`config.mk`:
```
export PLATFORM = sky130hd
export DESIGN_NAME = dual_timer_with_free_run_base
export DESIGN_NICKNAME = d
export VERILOG_FILES = /design/src/rtl/dual_timer_pkg.sv /design/src/rtl/timer_channel.sv /design/src/rtl/dual_timer_with_free_run_base.sv
export SDC_FILE = /design/constraint.sdc
export NUM_CORES = 1
export LEC_CHECK = 0
export ABC_AREA = 0
export BUFFER_PORTS_ARGS = -buffer_cell sky130_fd_sc_hd__buf_2
export CORE_MARGIN = 4
export CORE_UTILIZATION = 30
export DETAILED_ROUTE_END_ITERATION = 12
export PLACE_DENSITY = 0.6
export SLEW_MARGIN = 25
export SYNTH_ARGS = -nofsm -noshare
export SYNTH_HDL_FRONTEND = slang
export SYNTH_SLANG_ARGS = --single-unit
```
`constraint.sdc`:
```
create_clock -name i_clk -period 2.83 [get_ports i_clk]
set_input_delay 0.566 -clock i_clk [delete_from_list [all_inputs] [get_ports i_clk]]
set_output_delay 0.566 -clock i_clk [all_outputs]
set_load 0.01 [all_outputs]
```
`src/rtl/dual_timer_pkg.sv`:
```
// Constants and types for the dual timer block
package dual_timer_pkg;

  localparam int unsigned CLK_MHZ        = 250;
  localparam logic [7:0]  BASE_DIV       = 8'd192;
  localparam logic [7:0]  BASE_DIV_LAST  = BASE_DIV - 8'h01;
  localparam logic [15:0] CNT_RST        = 16'h0000;
  localparam logic [15:0] CNT_TOP        = 16'hffff;
  localparam int unsigned NUM_CH         = 2;

  typedef enum logic [1:0] {
    MODE_MATCH   = 2'b00,
    MODE_COUNT   = 2'b01,
    MODE_CAPTURE = 2'b10
  } chan_mode_t;

  typedef enum logic [1:0] {
    EV_RISE  = 2'b00,
    EV_FALL  = 2'b01,
    EV_BOTH  = 2'b10,
    EV_LEVEL = 2'b11
  } ev_sel_t;

endpackage

```
`src/rtl/timer_channel.sv`:
```
// One programmable timer channel
`timescale 1ns/1ps
module timer_channel (
  input  wire logic        i_clk,
  input  wire logic        i_srst,
  input  wire logic        i_tick,
  input  wire logic [15:0] i_base,
  input  wire logic [1:0]  i_mode,
  input  wire logic [1:0]  i_ev_sel,
  input  wire logic [15:0] i_reload_value,
  input  wire logic [15:0] i_ref,
  input  wire logic [15:0] i_ev_target,
  input  wire logic        i_pin_sync,
  output logic             o_pwm,
  output logic             o_irq,
  output logic             o_status,
  output logic [15:0]      o_capture,
  output logic [15:0]      o_count
);

  logic        pin_d_ff;
  logic        nxt_pin_d;
  logic [15:0] cnt_ff;
  logic [15:0] nxt_cnt;
  logic [15:0] cap_ff;
  logic [15:0] nxt_cap;
  logic        pwm_ff;
  logic        nxt_pwm;
  logic        irq_ff;
  logic        nxt_irq;
  logic        stat_ff;
  logic        nxt_stat;
  logic        rise;
  logic        fall;
  logic        event_hit;

  // ----------------------------------------
  // Event qualification
  // ----------------------------------------
  assign rise = i_pin_sync & ~pin_d_ff;
  assign fall = ~i_pin_sync & pin_d_ff;

  always_comb begin
    unique case (dual_timer_pkg::ev_sel_t'(i_ev_sel))
      dual_timer_pkg::EV_RISE:  event_hit = rise;
      dual_timer_pkg::EV_FALL:  event_hit = fall;
      dual_timer_pkg::EV_BOTH:  event_hit = rise | fall;
      // Level change: any toggle, same as both edges on a sampled pin
      dual_timer_pkg::EV_LEVEL: event_hit = i_pin_sync ^ pin_d_ff;
    endcase
  end

  // ----------------------------------------
  // Mode logic
  // ----------------------------------------
  always_comb begin
    nxt_pin_d = i_pin_sync;
    nxt_cnt   = cnt_ff;
    nxt_cap   = cap_ff;
    nxt_pwm   = pwm_ff;
    nxt_irq   = 1'b0;
    nxt_stat  = stat_ff;
    unique case (i_mode)
      dual_timer_pkg::MODE_MATCH: begin
        if (i_tick) begin
          // Count left below the window by another mode restarts a period
          if (cnt_ff == dual_timer_pkg::CNT_TOP ||
              cnt_ff <= i_reload_value) begin
            // Window reload+1..FFFF gives FFFF-reload ticks
            nxt_cnt  = i_reload_value + 16'h0001;
            nxt_pwm  = 1'b1;
            nxt_irq  = 1'b1;
            nxt_stat = 1'b1;
          end else begin
            nxt_cnt = cnt_ff + 16'h0001;
            // Active part lasts ref ticks of period FFFF-reload
            if (cnt_ff - i_reload_value == i_ref) begin
              nxt_pwm  = 1'b0;
              nxt_irq  = 1'b1;
              nxt_stat = 1'b1;
            end
          end
        end
      end
      dual_timer_pkg::MODE_COUNT: begin
        if (event_hit) begin
          nxt_cnt = cnt_ff + 16'h0001;
          if (cnt_ff + 16'h0001 == i_ev_target) begin
            nxt_cnt  = dual_timer_pkg::CNT_RST;
            nxt_irq  = 1'b1;
            nxt_stat = 1'b1;
          end
        end
        nxt_pwm = 1'b0;
      end
      dual_timer_pkg::MODE_CAPTURE: begin
        if (event_hit) begin
          nxt_cap  = i_base;
          nxt_irq  = 1'b1;
          nxt_stat = 1'b1;
        end
        nxt_pwm = 1'b0;
      end
      default: begin
        nxt_pwm = 1'b0;
      end
    endcase
  end

  always_ff @(posedge i_clk) begin
    if (i_srst) begin
      pin_d_ff <= 1'b0;
      cnt_ff   <= dual_timer_pkg::CNT_RST;
      cap_ff   <= dual_timer_pkg::CNT_RST;
      pwm_ff   <= 1'b0;
      irq_ff   <= 1'b0;
      stat_ff  <= 1'b0;
    end else begin
      pin_d_ff <= nxt_pin_d;
      cnt_ff   <= nxt_cnt;
      cap_ff   <= nxt_cap;
      pwm_ff   <= nxt_pwm;
      irq_ff   <= nxt_irq;
      stat_ff  <= nxt_stat;
    end
  end

  assign o_pwm     = pwm_ff;
  assign o_irq     = irq_ff;
  assign o_status  = stat_ff;
  assign o_capture = cap_ff;
  assign o_count   = cnt_ff;

endmodule

```
`src/rtl/dual_timer_with_free_run_base.sv`:
```
// Top of the dual timer with free-running base counter
// What this block does
// - Base counter steps every 192 clocks
// - Two independent 16-bit programmable channels
// - Match mode drives channel output pin
// - Period FFFF minus reload, duty from reference
// - Rollover and match raise interrupt, status
// - Event count reaching target raises interrupt
// - Event selects rise, fall, both, level
// - Capture copies base count, flags, interrupts
`timescale 1ns/1ps
module dual_timer_with_free_run_base (
  input  wire logic        i_clk,
  input  wire logic        i_srst,
  input  wire logic        i_channel_one_pin,
  input  wire logic        i_channel_two_pin,
  input  wire logic [1:0]  i_mode_one,
  input  wire logic [1:0]  i_mode_two,
  input  wire logic [1:0]  i_ev_sel_one,
  input  wire logic [1:0]  i_ev_sel_two,
  input  wire logic [15:0] i_reload_value_one,
  input  wire logic [15:0] i_reload_value_two,
  input  wire logic [15:0] i_ref_one,
  input  wire logic [15:0] i_ref_two,
  input  wire logic [15:0] i_ev_target_one,
  input  wire logic [15:0] i_ev_target_two,
  input  wire logic        i_status_clr_one,
  input  wire logic        i_status_clr_two,
  output logic             o_channel_one_out,
  output logic             o_channel_two_out,
  output logic [1:0]       o_irq,
  output logic [1:0]       o_status,
  output logic [15:0]      o_base,
  output logic [15:0]      o_capture_one,
  output logic [15:0]      o_capture_two,
  output logic [15:0]      o_count_one,
  output logic [15:0]      o_count_two
);

  logic [7:0]  div_ff;
  logic [7:0]  nxt_div;
  logic [15:0] base_ff;
  logic [15:0] nxt_base;
  logic        tick;
  logic [1:0]  pin_s1_ff;
  logic [1:0]  pin_s2_ff;
  logic [1:0]  stat_ff;
  logic [1:0]  nxt_stat;
  logic [1:0]  ch_pwm;
  logic [1:0]  ch_irq;
  logic [1:0]  ch_stat;
  logic [15:0] ch_cap   [2];
  logic [15:0] ch_cnt   [2];
  logic [1:0]  mode     [2];
  logic [1:0]  ev_sel   [2];
  logic [15:0] reload   [2];
  logic [15:0] refv     [2];
  logic [15:0] target   [2];
  logic [1:0]  clr;

  // ----------------------------------------
  // Free-running base
  // ----------------------------------------
  assign tick = (div_ff == dual_timer_pkg::BASE_DIV_LAST);

  always_comb begin
    nxt_div  = tick ? 8'h00 : div_ff + 8'h01;
    nxt_base = tick ? base_ff + 16'h0001 : base_ff;
  end

  always_ff @(posedge i_clk) begin
    if (i_srst) begin
      div_ff  <= 8'h00;
      base_ff <= dual_timer_pkg::CNT_RST;
    end else begin
      div_ff  <= nxt_div;
      base_ff <= nxt_base;
    end
  end

  // ----------------------------------------
  // Pin synchronisers
  // ----------------------------------------
  always_ff @(posedge i_clk) begin
    if (i_srst) begin
      pin_s1_ff <= 2'b00;
      pin_s2_ff <= 2'b00;
    end else begin
      pin_s1_ff <= {i_channel_two_pin, i_channel_one_pin};
      pin_s2_ff <= pin_s1_ff;
    end
  end

  assign mode   = '{i_mode_one, i_mode_two};
  assign ev_sel = '{i_ev_sel_one, i_ev_sel_two};
  assign reload = '{i_reload_value_one, i_reload_value_two};
  assign refv   = '{i_ref_one, i_ref_two};
  assign target = '{i_ev_target_one, i_ev_target_two};
  assign clr    = {i_status_clr_two, i_status_clr_one};

  // ----------------------------------------
  // Channels
  // ----------------------------------------
  for (genvar g = 0; g < dual_timer_pkg::NUM_CH; g++) begin : g_ch
    timer_channel u_ch (
      .i_clk          (i_clk),
      .i_srst         (i_srst),
      .i_tick         (tick),
      .i_base         (base_ff),
      .i_mode         (mode[g]),
      .i_ev_sel       (ev_sel[g]),
      .i_reload_value (reload[g]),
      .i_ref          (refv[g]),
      .i_ev_target    (target[g]),
      .i_pin_sync     (pin_s2_ff[g]),
      .o_pwm          (ch_pwm[g]),
      .o_irq          (ch_irq[g]),
      .o_status       (ch_stat[g]),
      .o_capture      (ch_cap[g]),
      .o_count        (ch_cnt[g])
    );
  end

  // ----------------------------------------
  // Sticky status; set wins over clear
  // ----------------------------------------
  always_comb begin
    nxt_stat = (stat_ff & ~clr) | ch_irq;
  end

  always_ff @(posedge i_clk) begin
    if (i_srst) begin
      stat_ff <= 2'b00;
    end else begin
      stat_ff <= nxt_stat;
    end
  end

  assign o_channel_one_out = ch_pwm[0];
  assign o_channel_two_out = ch_pwm[1];
  assign o_irq             = ch_irq;
  assign o_status          = stat_ff;
  assign o_base            = base_ff;
  assign o_capture_one     = ch_cap[0];
  assign o_capture_two     = ch_cap[1];
  assign o_count_one       = ch_cnt[0];
  assign o_count_two       = ch_cnt[1];

endmodule

```
After elaboration in Yosys (flattened, before gate mapping). Cells that the tools add are included.

Word-level logic and storage cells: 112. Bits of input ports: 110. Flip-flop bits (word level): 100. Output and inout port bits: 86.

Eq/ne operators: 21. Order comparisons: 2. Bitwise logic cells: 17. Mux-type cells: 30. Add/sub/neg operators: 8. Reductions and logical operators: 19.

Operators with widths (number): $mux 16 (8); $add 16x1->16 const B (5); $eq 16x16->1 (4); $pmux 16 s2 (2); $eq 16x16->1 const B (2); $le 16x16->1 (2); $sub 16x16->16 (2); $mux 1 (16); $eq 2x2->1 const B (6); $add 8x1->8 const B (1); $eq 2x1->1 const B (4); $eq 8x8->1 const B (1); $logic_not 2->1 (4); $pmux 1 s4 (2); $reduce_and 2->1 (4); $reduce_bool 2->1 (4); $not 1->1 (6); $pmux 1 s3 (2); $reduce_and 3->1 (2); $reduce_or 2->1 (3); $and 1x1->1 (4); $ne 2x1->1 const B (2); $ne 2x2->1 const B (2); $and 2x2->2 (1); 5 further kinds (8).

Depth between registers and ports, before layout.
Depth after elaboration: 6. Mapped depth: 15. Mapped depth without buffers: 12.

Modules after synthesis. A second synthesis with hierarchy kept.

Cell total of the unflattened synthesis: 1154. Area, all modules: 9112.5 sq um.

By module, submodules not included: timer_channel (g_ch[0].u_ch) (cells an instance 511, area each 3932.5 sq um, sequential area each 720.7 sq um, instances 1); timer_channel (g_ch[1].u_ch) (cells an instance 499, area each 3846.2 sq um, sequential area each 720.7 sq um, instances 1); dual_timer_with_free_run_base (cells an instance 144, area each 1333.8 sq um, sequential area each 600.6 sq um, instances 1).

Least setup slack after synthesis. OpenSTA, ideal clock, no wires.

Kind: reg2reg. Start: reg g_ch[1].u_ch.cnt_ff[0]. End: reg g_ch[1].u_ch.cnt_ff[1]. Path buffers: 1. Setup slack: -0.197 ns. Data required time: 2.698 ns. Arrival: 2.895 ns. Clock period less this slack: 3.027 ns. Setup time: 0.132 ns. Cell stages (with the launch flop): 14. Cells stage by stage: dfxtp_1 -> buf_2 -> inv_1 -> ha_1 -> inv_1 -> fa_1 -> a21o_1 -> a221oi_2 -> o21ai_2 -> a2111oi_4 -> or2_1 -> mux2_2 -> a22oi_1 -> a21oi_1.

Cells in the longest elaborated chain, start to end: 5. Elaborated cells between the ends (all ways): 10. Those cells by class: add/sub: 1; order compare: 1; eq/ne: 2; mux: 5; reduce/logical: 1.

RTL lines: start: declaration (RTL line timer_channel.sv:23) `logic [15:0] cnt_ff;`; start signal: assignment (RTL line timer_channel.sv:113) `cnt_ff <= dual_timer_pkg::CNT_RST;`; start signal: assignment (RTL line timer_channel.sv:120) `cnt_ff <= nxt_cnt;`; $add 16x1->16, or another cell as far along (RTL line timer_channel.sv:75, timer_channel.sv:87, timer_channel.sv:88); $eq 16x16->1 / $logic_or 1x1->1 (equally long branches) (RTL line timer_channel.sv:88, timer_channel.sv:67); $mux 16, on equally long branches (RTL line timer_channel.sv:88, timer_channel.sv:67); $mux 16, on equally long branches (RTL line timer_channel.sv:86, timer_channel.sv:65); $pmux 16 s2 (*) (RTL line timer_channel.sv:63) `unique case (i_mode)`.

Every way passes the cells marked *; elsewhere a longest branch is shown, timed or not. The select of a mux whose other input is x is not followed. A chain may end at the register's enable or synchronous reset.

Worst setup path after layout.
Start: reg g_ch[0].u_ch.cnt_ff[0]. End: reg g_ch[0].u_ch.irq_ff.

Cells in the longest elaborated chain, start to end: 6. Elaborated cells between the ends (all ways): 13. Those cells by class: add/sub: 2; order compare: 1; eq/ne: 3; mux: 6; reduce/logical: 1.

RTL lines: start: declaration (RTL line timer_channel.sv:23); start signal: assignment (RTL line timer_channel.sv:113); start signal: assignment (RTL line timer_channel.sv:120); $sub 16x16->16 (RTL line timer_channel.sv:77) `if (cnt_ff - i_reload_value == i_ref) begin`; $eq 16x16->1 (RTL line timer_channel.sv:77); $mux 1 (RTL line timer_channel.sv:77); $mux 1 (RTL line timer_channel.sv:67) `if (cnt_ff == dual_timer_pkg::CNT_TOP ||`; $mux 1 (RTL line timer_channel.sv:65) `if (i_tick) begin`; $pmux 1 s3 (*) (RTL line timer_channel.sv:63); end signal: assignment (RTL line timer_channel.sv:123) `irq_ff <= nxt_irq;`; end: declaration (RTL line timer_channel.sv:29) `logic irq_ff;`.

Every way passes the cells marked *; elsewhere a longest branch is shown, timed or not.

==> impl_table.tex <==
\begin{tabular}{lr}
\hline
Metric & Value \\
\hline
\multicolumn{2}{l}{\textbf{Run status}} \\
Status & complete, but fails checks \\
Violated checks & setup timing \\
\multicolumn{2}{l}{\textbf{Floorplan}} \\
FP Rows & 65 \\
IO Count & 196 \\
Die footprint & 0.0347 mm\^{}2 \\
Horiz. Die Dim & 186 um \\
Effective utilization at floorplan & 30.3\% \\
Vertical die dimension & 186 um \\
Area of the placeable core & 0.0315 mm\^{}2 \\
\multicolumn{2}{l}{\textbf{Yosys}} \\
Cell area after synthesis & 0.00954 mm\^{}2 \\
Number of warning messages in the yosys log & 0 \\
Most frequently used cell type in the post-synthesis netlist & nand2\_1 \\
Most instantiated cells after synthesis & nand2\_1, dfxtp\_1, nor2\_1, xnor2\_1, inv\_1 \\
Cell count after synthesis & 1,231 \\
Fraction of synthesized cell area taken by the top area cell type & 21.0\% \\
Cell variety after synth & 93 \\
Avg Inst Size Synth & 7.75 um\^{}2 \\
Top cell type by total area after synthesis & dfxtp\_1 \\
Sequential area share after synthesis & 21.0\% \\
Syn Nets & 1,387 \\
Async SR Flop Fraction & 0\% \\
EDFF count, synth & 0 \\
Synth area leaders & dfxtp\_1, xnor2\_1, ha\_1, xor2\_1, nand2\_1 \\
Main flop type after synthesis & dfxtp\_1 \\
Flip-flop and latch count after synthesis & 100 \\
\multicolumn{2}{l}{\textbf{Timing}} \\
Worst hold slack across all endpoints & 0.413 ns \\
Final setup violation count & 2 \\
Fin crit period & 2.91 ns \\
Worst clock skew on the final layout & 0.0157 ns \\
Max Freq & 344 MHz \\
Final hold violations & 0 \\
Pins Over Slew Limit & 0 \\
Transition at the pin with the smallest max-transition slack & 0.649 ns \\
Final period utilization & 103\% \\
RSZ-0062 raised after global routing & true \\
Worst slew margin relative to its limit & 56.5\% \\
Setup WS post-layout & -0.0772 ns \\
\multicolumn{2}{l}{\textbf{Global route}} \\
Number of global-route vias before repair & 10,600 \\
Gr ovfl total & 0 \\
GRT Overall Usage & 20.0\% \\
Initial antenna violation count & 4 \\
Wire length of the first global-routing pass & 57,100 um \\
Maximum number of pins on one net before global-route repair & 53 \\
\multicolumn{2}{l}{\textbf{Min path}} \\
Worst Hold Class & input pin to register \\
\multicolumn{2}{l}{\textbf{Clock tree}} \\
Clock-pin slew of the registers on the worst-case setup and hold paths & 0.08 ns \\
Quantity of hold-fixing buffers added after cts & 0 \\
H-tree levels & 3 \\
Maximum buffer depth of the clock tree & 2 \\
CTS root buffer & clkbuf\_16 \\
TritonCTS buffer count & 9 \\
Clock tree from TritonCTS & yes \\
Worst-skew pair later-pin latency & 0.36 ns \\
Sinks on Clock Net & 100 \\
\multicolumn{2}{l}{\textbf{Pwr}} \\
Internal cell power & 2660 uW \\
Switching part of the total power & 33.0\% \\
Maximum vdd drop & 0.000289 V \\
Fraction of power consumed by the clock network & 31.8\% \\
Net Switching & 1310 uW \\
Power density of the placed cells & 292 mW/mm\^{}2 \\
Combinational cell fraction of total power & 31.5\% \\
Leakage Power & 0.00628 uW \\
Flop pwr share & 36.6\% \\
\multicolumn{2}{l}{\textbf{Worst setup path}} \\
Cell with the largest stage delay on the worst path & fa\_2 \\
Worst R2R Setup Slack & -0.08 ns \\
Type of the worst setup path & register to register \\
Endpoint arrival time on the critical path & 3.20 ns \\
Most frequent cell on the critical path & inv\_2 \\
Data required, critical path & 3.12 ns \\
Worst-path maximum fanout & 2 \\
Bufs and invs on worst path & 2 \\
Top Family by Delay on Critical Path & compound AO/OA/AOI/OAI gates \\
Delay of the slowest critical-path stage & 0.54 ns \\
Worst path cell trace & inv\_2, ha\_4, inv\_2, fa\_2, xnor2\_2, o211ai\_1, a2111oi\_2, o2111ai\_1, nor4b\_2, o2111ai\_2, or4\_4, a211oi\_2 \\
Type of destination of the critical path & register \\
Type of origin of the critical path & register \\
\multicolumn{2}{l}{\textbf{Finish}} \\
\# fillers & 3,142 \\
Storage cell area & 0.00202 mm\^{}2 \\
Final instance count without filler cells & 2,057 \\
Fraction of layout cells with a size suffix above 1 & 37.1\% \\
Final net count & 1,805 \\
Core utilization of the finished layout & 43.2\% \\
Multi-input gate area & 0.00726 mm\^{}2 \\
Synth-to-Final Area Change & 42.4\% \\
\multicolumn{2}{l}{\textbf{Place}} \\
Routability-driven placement congestion ratio & 0.977 \\
Instance count after placement with tap cells included & 2,024 \\
Detailed placement HPWL & 29,500 um \\
Minimum setup slack after placement & -0.462 ns \\
Number of buffer cells added on primary ports & 195 \\
\multicolumn{2}{l}{\textbf{Drt}} \\
Remaining antenna violation count & 0 \\
Routed via count divided by cell count & 5.33 \\
Post-Route WL & 36,400 um \\
Final routed DRC violation total & 0 \\
Routed WL per cell & 17.7 um \\
Initial DRT Pass Iterations & 5 \\
Number of DRC markers in iteration 0 & 784 \\
Number of vias after detailed routing & 11,000 \\
\multicolumn{2}{l}{\textbf{Job}} \\
Number of maximum-capacitance constraint violations & 0 \\
\hline
\end{tabular}
==> area by class of cell <==
| class | count | area share [%] |
|---|---|---|
| Clock inverter | 7 | 0.571 |
| Antenna cell | 1 | 0.0184 |
| Tap cell | 402 | 3.70 |
| Timing Repair Buffer | 479 | 23.7 |
| Inverter | 74 | 2.04 |
| Clock buffer | 9 | 1.66 |
| Multi-Input combinational cell | 985 | 53.5 |
| Sequential cell | 100 | 14.9 |
==> kinds of logic after synthesis <==
family,count (synthesis),synth area share (%)
AO/OA/AOI/OAI,307,23.1
XOR/XNOR,138,13.7
adder cells (fa/ha/maj),46,6.19
buffers and inverters,146,6.77
flip-flops,100,21.0
multiplexers,25,2.68
AND/OR/NAND/NOR,469,26.6
==> worst paths after layout <==
path,startpoint,cells past startpoint,endpoint
setup reg to reg,g_ch[0].u_ch.o_count[0],12,g_ch[0].u_ch.o_irq
hold reg to reg,pin_s1_ff[0],1,pin_s2_ff[0]
setup / recovery,g_ch[0].u_ch.o_count[0],12,g_ch[0].u_ch.o_irq
hold / removal,i_channel_one_pin,2,pin_s1_ff[0]
==> metal layers <==
metal / part of all wire (%) / up-vias / GRT usage (%) / wire length (um)
met5: 0.060 / - / 0 / 22
met4: 2.1 / 4 / 5.20 / 751
met3: 7.3 / 55 / 2.79 / 2640
met2: 48 / 442 / 34.6 / 17500
met1: 42 / 5138 / 26.3 / 15400
li1: - / 5316 / - / -
==> power by group through the flow <==
stage                     sequential, uW  clock (uW)  combinational [uW]
after floorplan                     1490           0                 615
after global placement              1490           0                1170
after detailed placement            1490           0                1170
after CTS                           1450        1310                1210
after global routing                1460        1350                1350
final                               1450        1260                1250
==> sequential cells by signal (all words and copies together) (netlist names) <==
register	flops
div_ff	8
g_ch.u_ch.o_capture	32
g_ch.u_ch.o_count	32
g_ch.u_ch.o_irq	2
g_ch.u_ch.o_pwm	2
g_ch.u_ch.pin_d_ff	2
o_base	16
o_status	2
pin_s1_ff	2
pin_s2_ff	2
==> worst reg2reg max path, stage by stage, from the launching register on <==
cell and delay [ns]:
dfxtp_2 0.33, inv_2 0.06, ha_4 0.12, inv_2 0.03
fa_2 0.54, xnor2_2 0.11, o211ai_1 0.11, a2111oi_2 0.22
o2111ai_1 0.18, nor4b_2 0.27, o2111ai_2 0.18, or4_4 0.46
a211oi_2 0.23
==> placed cells by master, fill, tap and decap left out, drive strengths merged, types with 27 or more instances in the layout <==
cell type / netlist / routed
buf: 38 / 479
nand2: 119 / 119
dfxtp: 100 / 100
nor2: 91 / 91
xnor2: 79 / 79
inv: 74 / 77
a21oi: 75 / 75
nand3: 61 / 61
o21ai: 54 / 54
xor2: 53 / 53
ha: 44 / 44
nor3: 33 / 33
and3: 32 / 32
nand4: 27 / 27
==> timing repair <==
action	4_1_cts	5_1_grt
buffers inserted	9	7
gates cloned	1	1
setup endpoints to repair	19	36
pin swaps	33	46
gates resized for setup	47	60
==> metrics by stage <==
stage          instance area [um^2]  total power, uW  TNS (ns)
4_1_cts                       13300             3970    -0.803
6_report                      13600             3970    -0.109
3_5_place_dp                  12700             2660     -9.21
2_1_floorplan                  9580             2100   -0.0325
3_3_place_gp                  12700             2650     -8.08
5_1_grt                       13600             4160    -0.716
Power figures use the tool's default switching activity.
